$ cat src/hw/misc_unit_pkg.sv
// Constants shared by the miscellaneous instruction unit
package misc_unit_pkg;
  // ---------------------------------------------------------------
  // Instruction word layout
  // ---------------------------------------------------------------
  localparam int unsigned WORD_W = 16;
  localparam int unsigned OPC_HI = 15;
  localparam int unsigned OPC_LO = 11;
  localparam logic [4:0] MISC_OPCODE = 5'h1A;
  localparam int unsigned SUB_HI = 10;
  localparam int unsigned SUB_LO = 8;
  localparam int unsigned DISP_HI = 7;
  localparam int unsigned SEL_HI = 1;
  // Subinstruction codes in the misc_group field
  localparam logic [2:0] SUB_FIX_TO_FLOAT = 3'h0;
  localparam logic [2:0] SUB_FLOAT_TO_FIX = 3'h1;
  localparam logic [2:0] SUB_READ_SPECIAL = 3'h2;
  localparam logic [2:0] SUB_WRITE_SPECIAL = 3'h3;
  localparam logic [2:0] SUB_MASKED_CLEAR = 3'h4;
  localparam logic [2:0] SUB_MASKED_SET = 3'h5;
  localparam logic [2:0] SUB_INTERRUPTS = 3'h6;
  localparam logic [2:0] SUB_WAIT = 3'h7;
  // Special register selects, bits 1:0
  localparam logic [1:0] SEL_PANEL = 2'h0;
  localparam logic [1:0] SEL_STATUS = 2'h1;
  localparam logic [1:0] SEL_DETECT = 2'h2;
  localparam logic [1:0] SEL_ENABLE = 2'h3;
  // ---------------------------------------------------------------
  // Floating format: T[15] sign, T[7:0] exponent, A mantissa
  // ---------------------------------------------------------------
  localparam logic [9:0] EXP_BIAS = 10'h080;
  localparam logic [9:0] EXP_MAX = 10'h0FF;
  localparam int unsigned STATUS_W = 6;
  localparam int unsigned ST_FLOAT_OVF = 2;
  localparam logic [15:0] FIX_MAX_POS = 16'h7FFF;
  localparam logic [15:0] FIX_MAX_NEG = 16'h8001;
  // ---------------------------------------------------------------
  // APB register byte offsets
  // ---------------------------------------------------------------
  localparam logic [7:0] OFF_INSTR = 8'h00;
  localparam logic [7:0] OFF_REG_A = 8'h04;
  localparam logic [7:0] OFF_REG_T = 8'h08;
  localparam logic [7:0] OFF_REG_D = 8'h0C;
  localparam logic [7:0] OFF_PC = 8'h10;
  localparam logic [7:0] OFF_STATE = 8'h14;
  localparam logic [7:0] OFF_DETECT = 8'h18;
  localparam logic [7:0] OFF_ENABLE = 8'h1C;
endpackage

$ cat src/hw/misc_instruction_unit.sv
// Miscellaneous instruction group execution unit with APB access
// Contract
// - Decode group opcode; low 11 bits select
// - Signed scale factor from displacement field
// - Normalize A into floating accumulator
// - Normalize clears D; touches T, A, D
// - Denormalize floating accumulator into A
// - Denormalize leaves T and D alone
// - Read special copies selected register to A
// - Status word holds six flag bits
// - Write special loads all bits of status, detect or enable; panel select writes nothing
// - Masked clear resets bits where A is one
// - Masked set sets bits where A is one
// - Status writable only by full write
// - Detect and enable accept masked updates
// - One subinstruction switches interrupts on, off by bit 0
// - WAIT with interrupts off halts
// - After WAIT halt, PC is WAIT plus one
// - Halt lights lamp; button resumes
// - WAIT with interrupts exits level, enters next
// - No pending level: save and idle
// - WAIT operand ignored; word shown on panel
`timescale 1ns/1ps
`default_nettype none
module misc_instruction_unit
  import misc_unit_pkg::*;
#(
  parameter int unsigned LEVELS = 16
)(
  input wire logic pclk,
  input wire logic presetn,
  input wire logic psel,
  input wire logic penable,
  input wire logic pwrite,
  input wire logic [31:0] paddr,
  input wire logic [31:0] pwdata,
  output logic [31:0] prdata,
  output logic pready,
  output logic pslverr,
  input wire logic [15:0] panel_switches,
  input wire logic continue_button,
  input wire logic [LEVELS-1:0] level_request,
  output logic stop_lamp_red,
  output logic [15:0] instruction_reg,
  output logic [3:0] active_level,
  output logic idle
);
  // ---------------------------------------------------------------
  // State record
  // ---------------------------------------------------------------
  typedef struct packed {
    logic [15:0] reg_a;          // A accumulator
    logic [15:0] reg_t;          // Sign and exponent
    logic [15:0] reg_d;          // Low mantissa
    logic [15:0] pc;             // Program counter
    logic [STATUS_W-1:0] status; // Programmable flags
    logic [LEVELS-1:0] detect;   // Level detect
    logic [LEVELS-1:0] enable;   // Level enable
    logic ints_on;               // Interrupt system on
    logic halted;                // Programmed stop
    logic idle;                  // Waiting for any enabled request
    logic [3:0] level;           // Level now running
    logic [15:0] saved_pc;       // Resume point of exited level
    logic [15:0] instr;          // Panel display copy
    logic pready;
    logic pslverr;
    logic [31:0] prdata;
    logic [15:0] sw_s1;          // Synchroniser stages
    logic [15:0] sw_s2;
    logic btn_s1;
    logic btn_s2;
    logic btn_old;               // For rising edge
    logic [LEVELS-1:0] req_s1;
    logic [LEVELS-1:0] req_s2;
  } state_t;

  state_t q;
  state_t d;

  // ---------------------------------------------------------------
  // Decode helpers
  // ---------------------------------------------------------------
  logic wr_done;
  logic exec;
  logic [2:0] sub;
  logic [1:0] sel;
  logic [9:0] scale;
  logic [LEVELS-1:0] pending;
  logic [LEVELS-1:0] left_after;
  logic [3:0] next_lvl;
  logic btn_rise;

  // Transfer completes at the edge where pready is seen high
  assign wr_done = psel && penable && q.pready && pwrite;
  // Instructions are refused while stopped or idle
  assign exec = wr_done && (paddr[7:0] == OFF_INSTR) && !q.halted &&
                !q.idle && (pwdata[OPC_HI:OPC_LO] == MISC_OPCODE);
  assign sub = pwdata[SUB_HI:SUB_LO];
  assign sel = pwdata[SEL_HI:0];
  // Sign extend the displacement, -128 to +127
  assign scale = {{2{pwdata[DISP_HI]}}, pwdata[DISP_HI:0]};
  assign pending = q.detect & q.enable;
  assign btn_rise = q.btn_s2 && !q.btn_old;

  // Level left pending once the running level is exited
  always_comb
  begin
    left_after = pending;
    left_after[q.level] = 1'b0;
  end

  // Highest pending index wins; a higher index is higher priority
  always_comb
  begin
    next_lvl = 4'h0;
    for (int i = 0; i < LEVELS; i++)
    begin
      if (left_after[i])
      begin
        next_lvl = 4'(i);
      end
    end
  end

  // ---------------------------------------------------------------
  // Conversion datapath
  // ---------------------------------------------------------------
  logic [15:0] mag;
  logic [15:0] mant;
  logic [4:0] lz;
  logic [9:0] nexp;
  logic [9:0] shift_k;
  logic [15:0] fix_mag;
  logic [15:0] fix_val;
  logic fix_ovf;
  logic flt_ovf;

  // Normalize: shift magnitude until the top bit is one
  always_comb
  begin
    mag = q.reg_a[15] ? 16'(-q.reg_a) : q.reg_a;
    lz = 5'h0;
    for (int i = 0; i < 16; i++)
    begin
      if (mag[i])
      begin
        lz = 5'(15 - i);
      end
    end
    mant = mag << lz;
    // Value is A * 2^(scale-16), so +16 means integer input
    nexp = scale - 10'(lz) + EXP_BIAS;
    flt_ovf = nexp[9] || (nexp > EXP_MAX);
  end

  // Denormalize: A = mantissa * 2^(exp - bias + scale)
  always_comb
  begin
    shift_k = 10'(q.reg_t[7:0]) - EXP_BIAS + scale;
    fix_ovf = 1'b0;
    fix_mag = 16'h0;
    if (q.reg_a == 16'h0)
    begin
      fix_mag = 16'h0;
    end
    else if (!shift_k[9])
    begin
      // Normalized mantissa cannot fit: saturate
      fix_ovf = 1'b1;
      fix_mag = FIX_MAX_POS;
    end
    else if (10'(-shift_k) < 10'd16)
    begin
      fix_mag = q.reg_a >> 4'(-shift_k);
    end
    if (fix_ovf && q.reg_t[15])
    begin
      fix_val = FIX_MAX_NEG;
    end
    else
    begin
      fix_val = q.reg_t[15] ? 16'(-fix_mag) : fix_mag;
    end
  end

  // ---------------------------------------------------------------
  // Next state
  // ---------------------------------------------------------------
  always_comb
  begin
    d = q;
    // Two-stage synchronisers for pins
    d.sw_s1 = panel_switches;
    d.sw_s2 = q.sw_s1;
    d.btn_s1 = continue_button;
    d.btn_s2 = q.btn_s1;
    d.btn_old = q.btn_s2;
    d.req_s1 = level_request;
    d.req_s2 = q.req_s1;

    // APB: one wait state, then answer for one cycle
    d.pready = 1'b0;
    d.pslverr = 1'b0;
    if (psel && penable && !q.pready)
    begin
      d.pready = 1'b1;
      d.prdata = 32'h0;
      if (paddr[7:0] == OFF_INSTR)
      begin
        d.prdata = {16'h0, q.instr};
      end
      else if (paddr[7:0] == OFF_REG_A)
      begin
        d.prdata = {16'h0, q.reg_a};
      end
      else if (paddr[7:0] == OFF_REG_T)
      begin
        d.prdata = {16'h0, q.reg_t};
      end
      else if (paddr[7:0] == OFF_REG_D)
      begin
        d.prdata = {16'h0, q.reg_d};
      end
      else if (paddr[7:0] == OFF_PC)
      begin
        d.prdata = {16'h0, q.pc};
      end
      else if (paddr[7:0] == OFF_STATE)
      begin
        d.prdata = {16'h0, q.level, 2'h0, q.status,
                    1'b0, q.idle, q.halted, q.ints_on};
      end
      else if (paddr[7:0] == OFF_DETECT)
      begin
        d.prdata = 32'(q.detect);
      end
      else if (paddr[7:0] == OFF_ENABLE)
      begin
        d.prdata = 32'(q.enable);
      end
      else
      begin
        // Unmapped low address byte
        d.pslverr = 1'b1;
      end
      if (paddr[31:8] != 24'h0)
      begin
        d.pslverr = 1'b1;
        d.prdata = 32'h0;
      end
    end

    // Direct software access to the working registers
    if (wr_done && !q.pslverr)
    begin
      if (paddr[7:0] == OFF_REG_A)
      begin
        d.reg_a = pwdata[15:0];
      end
      else if (paddr[7:0] == OFF_REG_T)
      begin
        d.reg_t = pwdata[15:0];
      end
      else if (paddr[7:0] == OFF_REG_D)
      begin
        d.reg_d = pwdata[15:0];
      end
      else if (paddr[7:0] == OFF_PC)
      begin
        d.pc = pwdata[15:0];
      end
    end

    // Operator restarts a programmed stop
    if (q.halted && btn_rise)
    begin
      d.halted = 1'b0;
    end

    // Idle ends when any enabled level raises a request
    if (q.idle && (pending != '0))
    begin
      d.idle = 1'b0;
      for (int i = 0; i < LEVELS; i++)
      begin
        if (pending[i])
        begin
          d.level = 4'(i);
        end
      end
    end

    // Instruction execution
    if (exec)
    begin
      d.instr = pwdata[15:0];
      d.pc = q.pc + 16'h1;
      case (sub)
        SUB_FIX_TO_FLOAT:
        begin
          // Floating accumulator is T, A, D together
          if (mag == 16'h0)
          begin
            d.reg_t = 16'h0;
            d.reg_a = 16'h0;
          end
          else
          begin
            d.reg_t = {q.reg_a[15], 7'h0, nexp[7:0]};
            d.reg_a = mant;
            d.status[ST_FLOAT_OVF] = q.status[ST_FLOAT_OVF] | flt_ovf;
          end
          d.reg_d = 16'h0;
        end
        SUB_FLOAT_TO_FIX:
        begin
          // Only A and the overflow flag change
          d.reg_a = fix_val;
          d.status[ST_FLOAT_OVF] = q.status[ST_FLOAT_OVF] | fix_ovf;
        end
        SUB_READ_SPECIAL:
        begin
          case (sel)
            SEL_PANEL: d.reg_a = q.sw_s2;
            SEL_STATUS: d.reg_a = 16'(q.status);
            SEL_DETECT: d.reg_a = 16'(q.detect);
            default: d.reg_a = 16'(q.enable);
          endcase
        end
        SUB_WRITE_SPECIAL:
        begin
          // Panel switches are read only
          case (sel)
            SEL_STATUS: d.status = q.reg_a[STATUS_W-1:0];
            SEL_DETECT: d.detect = q.reg_a[LEVELS-1:0];
            SEL_ENABLE: d.enable = q.reg_a[LEVELS-1:0];
            default: d.status = q.status;
          endcase
        end
        SUB_MASKED_CLEAR:
        begin
          // Status is not reachable by masked forms
          case (sel)
            SEL_DETECT: d.detect = q.detect & ~q.reg_a[LEVELS-1:0];
            SEL_ENABLE: d.enable = q.enable & ~q.reg_a[LEVELS-1:0];
            default: d.status = q.status;
          endcase
        end
        SUB_MASKED_SET:
        begin
          case (sel)
            SEL_DETECT: d.detect = q.detect | q.reg_a[LEVELS-1:0];
            SEL_ENABLE: d.enable = q.enable | q.reg_a[LEVELS-1:0];
            default: d.status = q.status;
          endcase
        end
        SUB_INTERRUPTS:
        begin
          // Bit 0 high turns the system on, low turns it off
          d.ints_on = pwdata[0];
        end
        default:
        begin
          // WAIT; the low operand bits do not matter
          if (!q.ints_on)
          begin
            d.halted = 1'b1;
          end
          else
          begin
            d.detect[q.level] = 1'b0;
            d.saved_pc = q.pc + 16'h1;
            if (left_after != '0)
            begin
              d.level = next_lvl;
            end
            else
            begin
              d.idle = 1'b1;
            end
          end
        end
      endcase
    end

    // Requests set detect bits last, so a set beats a clear
    d.detect = d.detect | q.req_s2;
  end

  // ---------------------------------------------------------------
  // State register
  // ---------------------------------------------------------------
  always_ff @(posedge pclk or negedge presetn)
  begin
    if (!presetn)
    begin
      q <= '0;
    end
    else
    begin
      q <= d;
    end
  end

  // Outputs straight from the state record
  assign prdata = q.prdata;
  assign pready = q.pready;
  assign pslverr = q.pslverr;
  assign stop_lamp_red = q.halted;
  assign instruction_reg = q.instr;
  assign active_level = q.level;
  assign idle = q.idle;

  // ---------------------------------------------------------------
  // Checks
  // ---------------------------------------------------------------
  a_wait_halt: assert property (@(posedge pclk) disable iff (!presetn)
    exec && sub == SUB_WAIT && !q.ints_on |=> stop_lamp_red)
    else $error("wait did not halt");
  a_wait_pc: assert property (@(posedge pclk) disable iff (!presetn)
    exec && sub == SUB_WAIT |=> q.pc == $past(q.pc) + 16'h1)
    else $error("pc not advanced past wait");
  a_button_run: assert property (@(posedge pclk) disable iff (!presetn)
    q.halted && btn_rise |=> !stop_lamp_red)
    else $error("continue did not resume");
  a_norm_dclr: assert property (@(posedge pclk) disable iff (!presetn)
    exec && sub == SUB_FIX_TO_FLOAT |=> q.reg_d == 16'h0)
    else $error("normalize left d set");
  a_denorm_keep: assert property (@(posedge pclk) disable iff (!presetn)
    exec && sub == SUB_FLOAT_TO_FIX |=> $stable(q.reg_t) && $stable(q.reg_d))
    else $error("denormalize changed t or d");
  a_status_mask: assert property (@(posedge pclk) disable iff (!presetn)
    exec && sub[2] && !sub[1] && sel == SEL_STATUS |=> $stable(q.status))
    else $error("masked form changed status");
  a_ints_switch: assert property (@(posedge pclk) disable iff (!presetn)
    exec && sub == SUB_INTERRUPTS |=> q.ints_on == $past(pwdata[0]))
    else $error("interrupt switch wrong");
  a_wait_idle: assert property (@(posedge pclk) disable iff (!presetn)
    exec && sub == SUB_WAIT && q.ints_on && left_after == '0 |=> idle)
    else $error("wait did not idle");
  a_mset_bits: assert property (@(posedge pclk) disable iff (!presetn)
    exec && sub == SUB_MASKED_SET && sel == SEL_ENABLE |=>
    (q.enable & $past(q.reg_a)) == $past(q.reg_a))
    else $error("masked set missed bits");

endmodule // misc_instruction_unit
`default_nettype wire

$ cat config.mk
export PLATFORM = sky130hd
export DESIGN_NAME = misc_instruction_unit
export DESIGN_NICKNAME = d
export VERILOG_FILES = /design/src/hw/misc_unit_pkg.sv /design/src/hw/misc_instruction_unit.sv
export SDC_FILE = /design/constraint.sdc
export NUM_CORES = 1
export LEC_CHECK = 0
export BUFFER_PORTS_ARGS = -buffer_cell sky130_fd_sc_hd__buf_2
export CAP_MARGIN = 20
export CORE_MARGIN = 5
export CORE_UTILIZATION = 50
export DETAILED_ROUTE_END_ITERATION = 16
export MAX_ROUTING_LAYER = met4
export PLACE_DENSITY = 0.68
export SETUP_SLACK_MARGIN = 0.05
export SYNTH_ARGS = -nofsm -noshare
export SYNTH_HDL_FRONTEND = slang
export SYNTH_SLANG_ARGS = --single-unit
export TNS_END_PERCENT = 20
$ cat constraint.sdc
create_clock -name pclk -period 8.71 [get_ports pclk]
set_clock_uncertainty 0.15 [all_clocks]
set_input_delay 1.3065 -clock pclk [delete_from_list [all_inputs] [get_ports pclk]]
set_output_delay 1.3065 -clock pclk [all_outputs]
set_load 0.005 [all_outputs]
==> results.md <==
* Routed Antenna Nets at 0
* Largest Register: q
* Overflow after GRT at 0
* Clock root buffer: clkbuf_16
* Clock period minus final worst setup slack at 6.419 ns
* Num rows at 63
* CTS tree: built
* # setup viols final at 0
* Clock Latency Late Sink at 0.53 ns
* Clock slew at reported path FFs at 0.07 ns
* Number of synthesized flops with an enable pin at 0
* Mapped Area at 14940 um^2
* Synthesis-to-finish area growth at 9.145%
* Hold Fails Final Rpt at 0
* Req. time, crit path at 8.94 ns
* Max Root-Sink Buffers at 3
* All-Layer GR Usage at 0.3158
* HPWL after detailed placement at 37710 um
* Critical path class: in -> reg
* Post-route setup slack at 2.291 ns
* Avg Cell Area, Syn at 8.282 um^2
* Leak at 7.220 nW
* Fin nets at 1946
* TritonRoute pass-1 iters at 6
* Least-Margin Pin Slew at 1.036 ns
* CP Launch Type: primary input
* Mapped Cells at 1804
* Initial antenna violation count at 0
* Max Cap Viol at 0
* Placed Area at 15460 um^2
* HP Class: reg -> reg
* Count of different cell masters after synthesis at 93
* Worst Setup End Kind: flop
* Antenna cells at 0
* H-tree depth at 1
* CORE AREA at 29560 um^2
* # Post-CTS Setup Buffers at 0
* Starting Density at 0.5054
* RSZ-0062 raised after global routing: no
* DRT iter0 DRCs at 1725
* Total die area at 33440 um^2
* Wirelength per Cell at 23.83 um
* CTS sink count at 210
* Synth async-reset ratio at 1.000
* Placed cells at 2180
* Max Slew Vio Count at 0
* Fmax at 155.8 MHz
* Final Power at 0.002304 W
* Share of layout cells above drive strength 1 at 0.1478
* Yosys reg bits at 210
* Pwr dens at 141.3 nW/um^2
* Register area share after synthesis at 0.3517
* Top FF cell, synth: dfrtp_1
* WL final at 53000 um
* Vias/cell at 6.567
* Final instance area at 16310 um^2
* IO buf count at 125
* Max reg flops at 136
* Final non-filler cell total at 2224
* Gpl congestion at 0.9874
* Fillcell total at 2790
* # hold bufs at CTS at 0
* DRC violations left at 0
* Total clock buffers created by CTS at 24
* Via count at 14610
* Multi-input logic area at 8713 um^2
* Status: completed
* Worst Path Max Fanout at 19
* Sum of negative setup slack at 0 ns
* Die X at 182.9 um
* VDD IR-drop max at 0.0001923 V
* Final Cycle Share at 0.7369
* First-pass GRT wire length at 81430 um
* Crit path DAT at 6.65 ns
* Register area at 5255 um^2
* Io pins at 158
* Slew headroom at 0.3094
* Number of global-route vias before repair at 13630
* Post-CTS sizing at 0
* YS warnings at 0
* Pre-CTS WS at 1.868 ns
* Largest net degree at the start of global routing at 135
* Vert. Die Dim at 182.9 um
-- report_power, final --
group          internal (W)  switching, W  leakage (nW)
Sequential         0.000993    0.00000862          2.66
Combinational     0.0000781      0.000159          4.16
Clock              0.000650      0.000415         0.406
Total               0.00172      0.000583          7.22
-- cells in the final DEF, fill, tap and decap left out, types with 10 or more instances in the layout --
cell type and count:
a211o_1 18, buf_2 124, a221oi_1 12, nor2b_1 10, a32oi_1 11, o21ai_0 159
nor3_1 39, o31ai_1 16, mux2_2 24, ha_1 26, nand3_1 39, mux4_2 16
nor2_1 203, buf_4 31, inv_1 31, nand2_1 198, nand2b_1 19, a31oi_1 38
conb_1 16, nand4_1 24, a21oi_1 151, a211oi_1 21, and2_1 14, clkbuf_16 25
xnor2_1 13, dfrtp_1 210, o22ai_1 24, nor4_1 17, o211ai_1 20, xor2_1 14
mux2i_1 77
-- final cells by class --
cell class / count / share of cell area
multi-input combinational: 1387 / 0.5343
sequential: 210 / 0.3223
timing repair buffer: 156 / 0.05325
clock buffer: 33 / 0.04266
tap: 390 / 0.02992
clock inverter: 11 / 0.009054
inverter: 37 / 0.008517
-- worst paths after layout --
check / to / from / slack (ns) / cells past startpoint
hold reg to reg: q[46] / d[46] / 0.19 / 0
setup / recovery: q[239] / pwdata[0] / 2.29 / 13
min in group asynchronous: d[43] / presetn / 0.74 / 1
max in group asynchronous: prdata[12] / presetn / 6.03 / 2
setup reg to reg: q[174] / q[227] / 2.72 / 23
hold / removal: q[46] / d[46] / 0.19 / 0
-- stage by stage --
stage | hold slack [ns] | utilization
floorplan | 0.1812 | -
global placement | 0.1813 | 0.5231
detailed placement | 0.1847 | 0.5231
CTS | 0.1991 | 0.5517
global route | 0.2098 | 0.5517
finish | 0.1939 | 0.5517
-- cell families (layout without fill, tap and decap cells) --
| kind of cell | count (synthesis) | count (layout) | share of synthesized area |
|---|---|---|---|
| multiplexers | 120 | 120 | 0.09773 |
| XOR/XNOR | 31 | 31 | 0.02203 |
| adder cells (fa/ha/maj) | 28 | 28 | 0.02445 |
| flip-flops | 210 | 210 | 0.3517 |
| AND/OR/NAND/NOR | 623 | 623 | 0.1936 |
| buffers and inverters | 222 | 237 | 0.07051 |
| other | 1 | 16 | 0.0002510 |
| AO/OA/AOI/OAI | 569 | 569 | 0.2397 |
-- layer usage --
layer / global-route usage / routed length (um) / up-vias
met5: - / 0 / -
met3: 0.04304 / 4783 / 129
met4: 0.1058 / 1999 / 0
met1: 0.4461 / 22440 / 7106
met2: 0.4724 / 23770 / 804
li1: - / - / 6566
-- critical path: stages --
cell       delay [ns]
buf_2            0.12
ha_1             0.73
clkinv_1         0.39
ha_1             0.94
mux4_2           0.63
or3_1            0.39
o21ai_0          0.19
a41oi_1          0.30
or4_4            0.51
a21o_1           0.27
mux2i_1          0.17
a2111oi_0        0.53
a22oi_1          0.16
-- cells in the mapped netlist (10+ instances only) --
library cell  count  share of area
nand3_1          39          0.013
dfrtp_1         210           0.35
a211oi_1         21          0.011
mux2i_1          77          0.052
a221oi_1         12         0.0070
o211ai_1         20          0.010
nor4_1           19         0.0080
nor2_1          204          0.051
o21ai_0         159          0.053
buf_1            11         0.0028
a211o_1          18          0.011
and2_1           14         0.0059
xor2_1           14         0.0082
clkbuf_1        107          0.027
a32oi_1          11         0.0064
a21oi_1         151          0.051
nand2b_1         19         0.0080
xnor2_1          13         0.0076
nor3_1           41          0.014
mux2_2           24          0.018
inv_1            31         0.0078
nand4_1          24          0.010
nand2_1         198          0.050
nor2b_1          10         0.0042
buf_4            52          0.026
ha_1             26          0.022
a31oi_1          38          0.016
mux4_2           16          0.024
buf_2            14         0.0047
o22ai_1          24          0.010
o31ai_1          16         0.0080
Note: power is estimated with default switching activity, not from simulation.
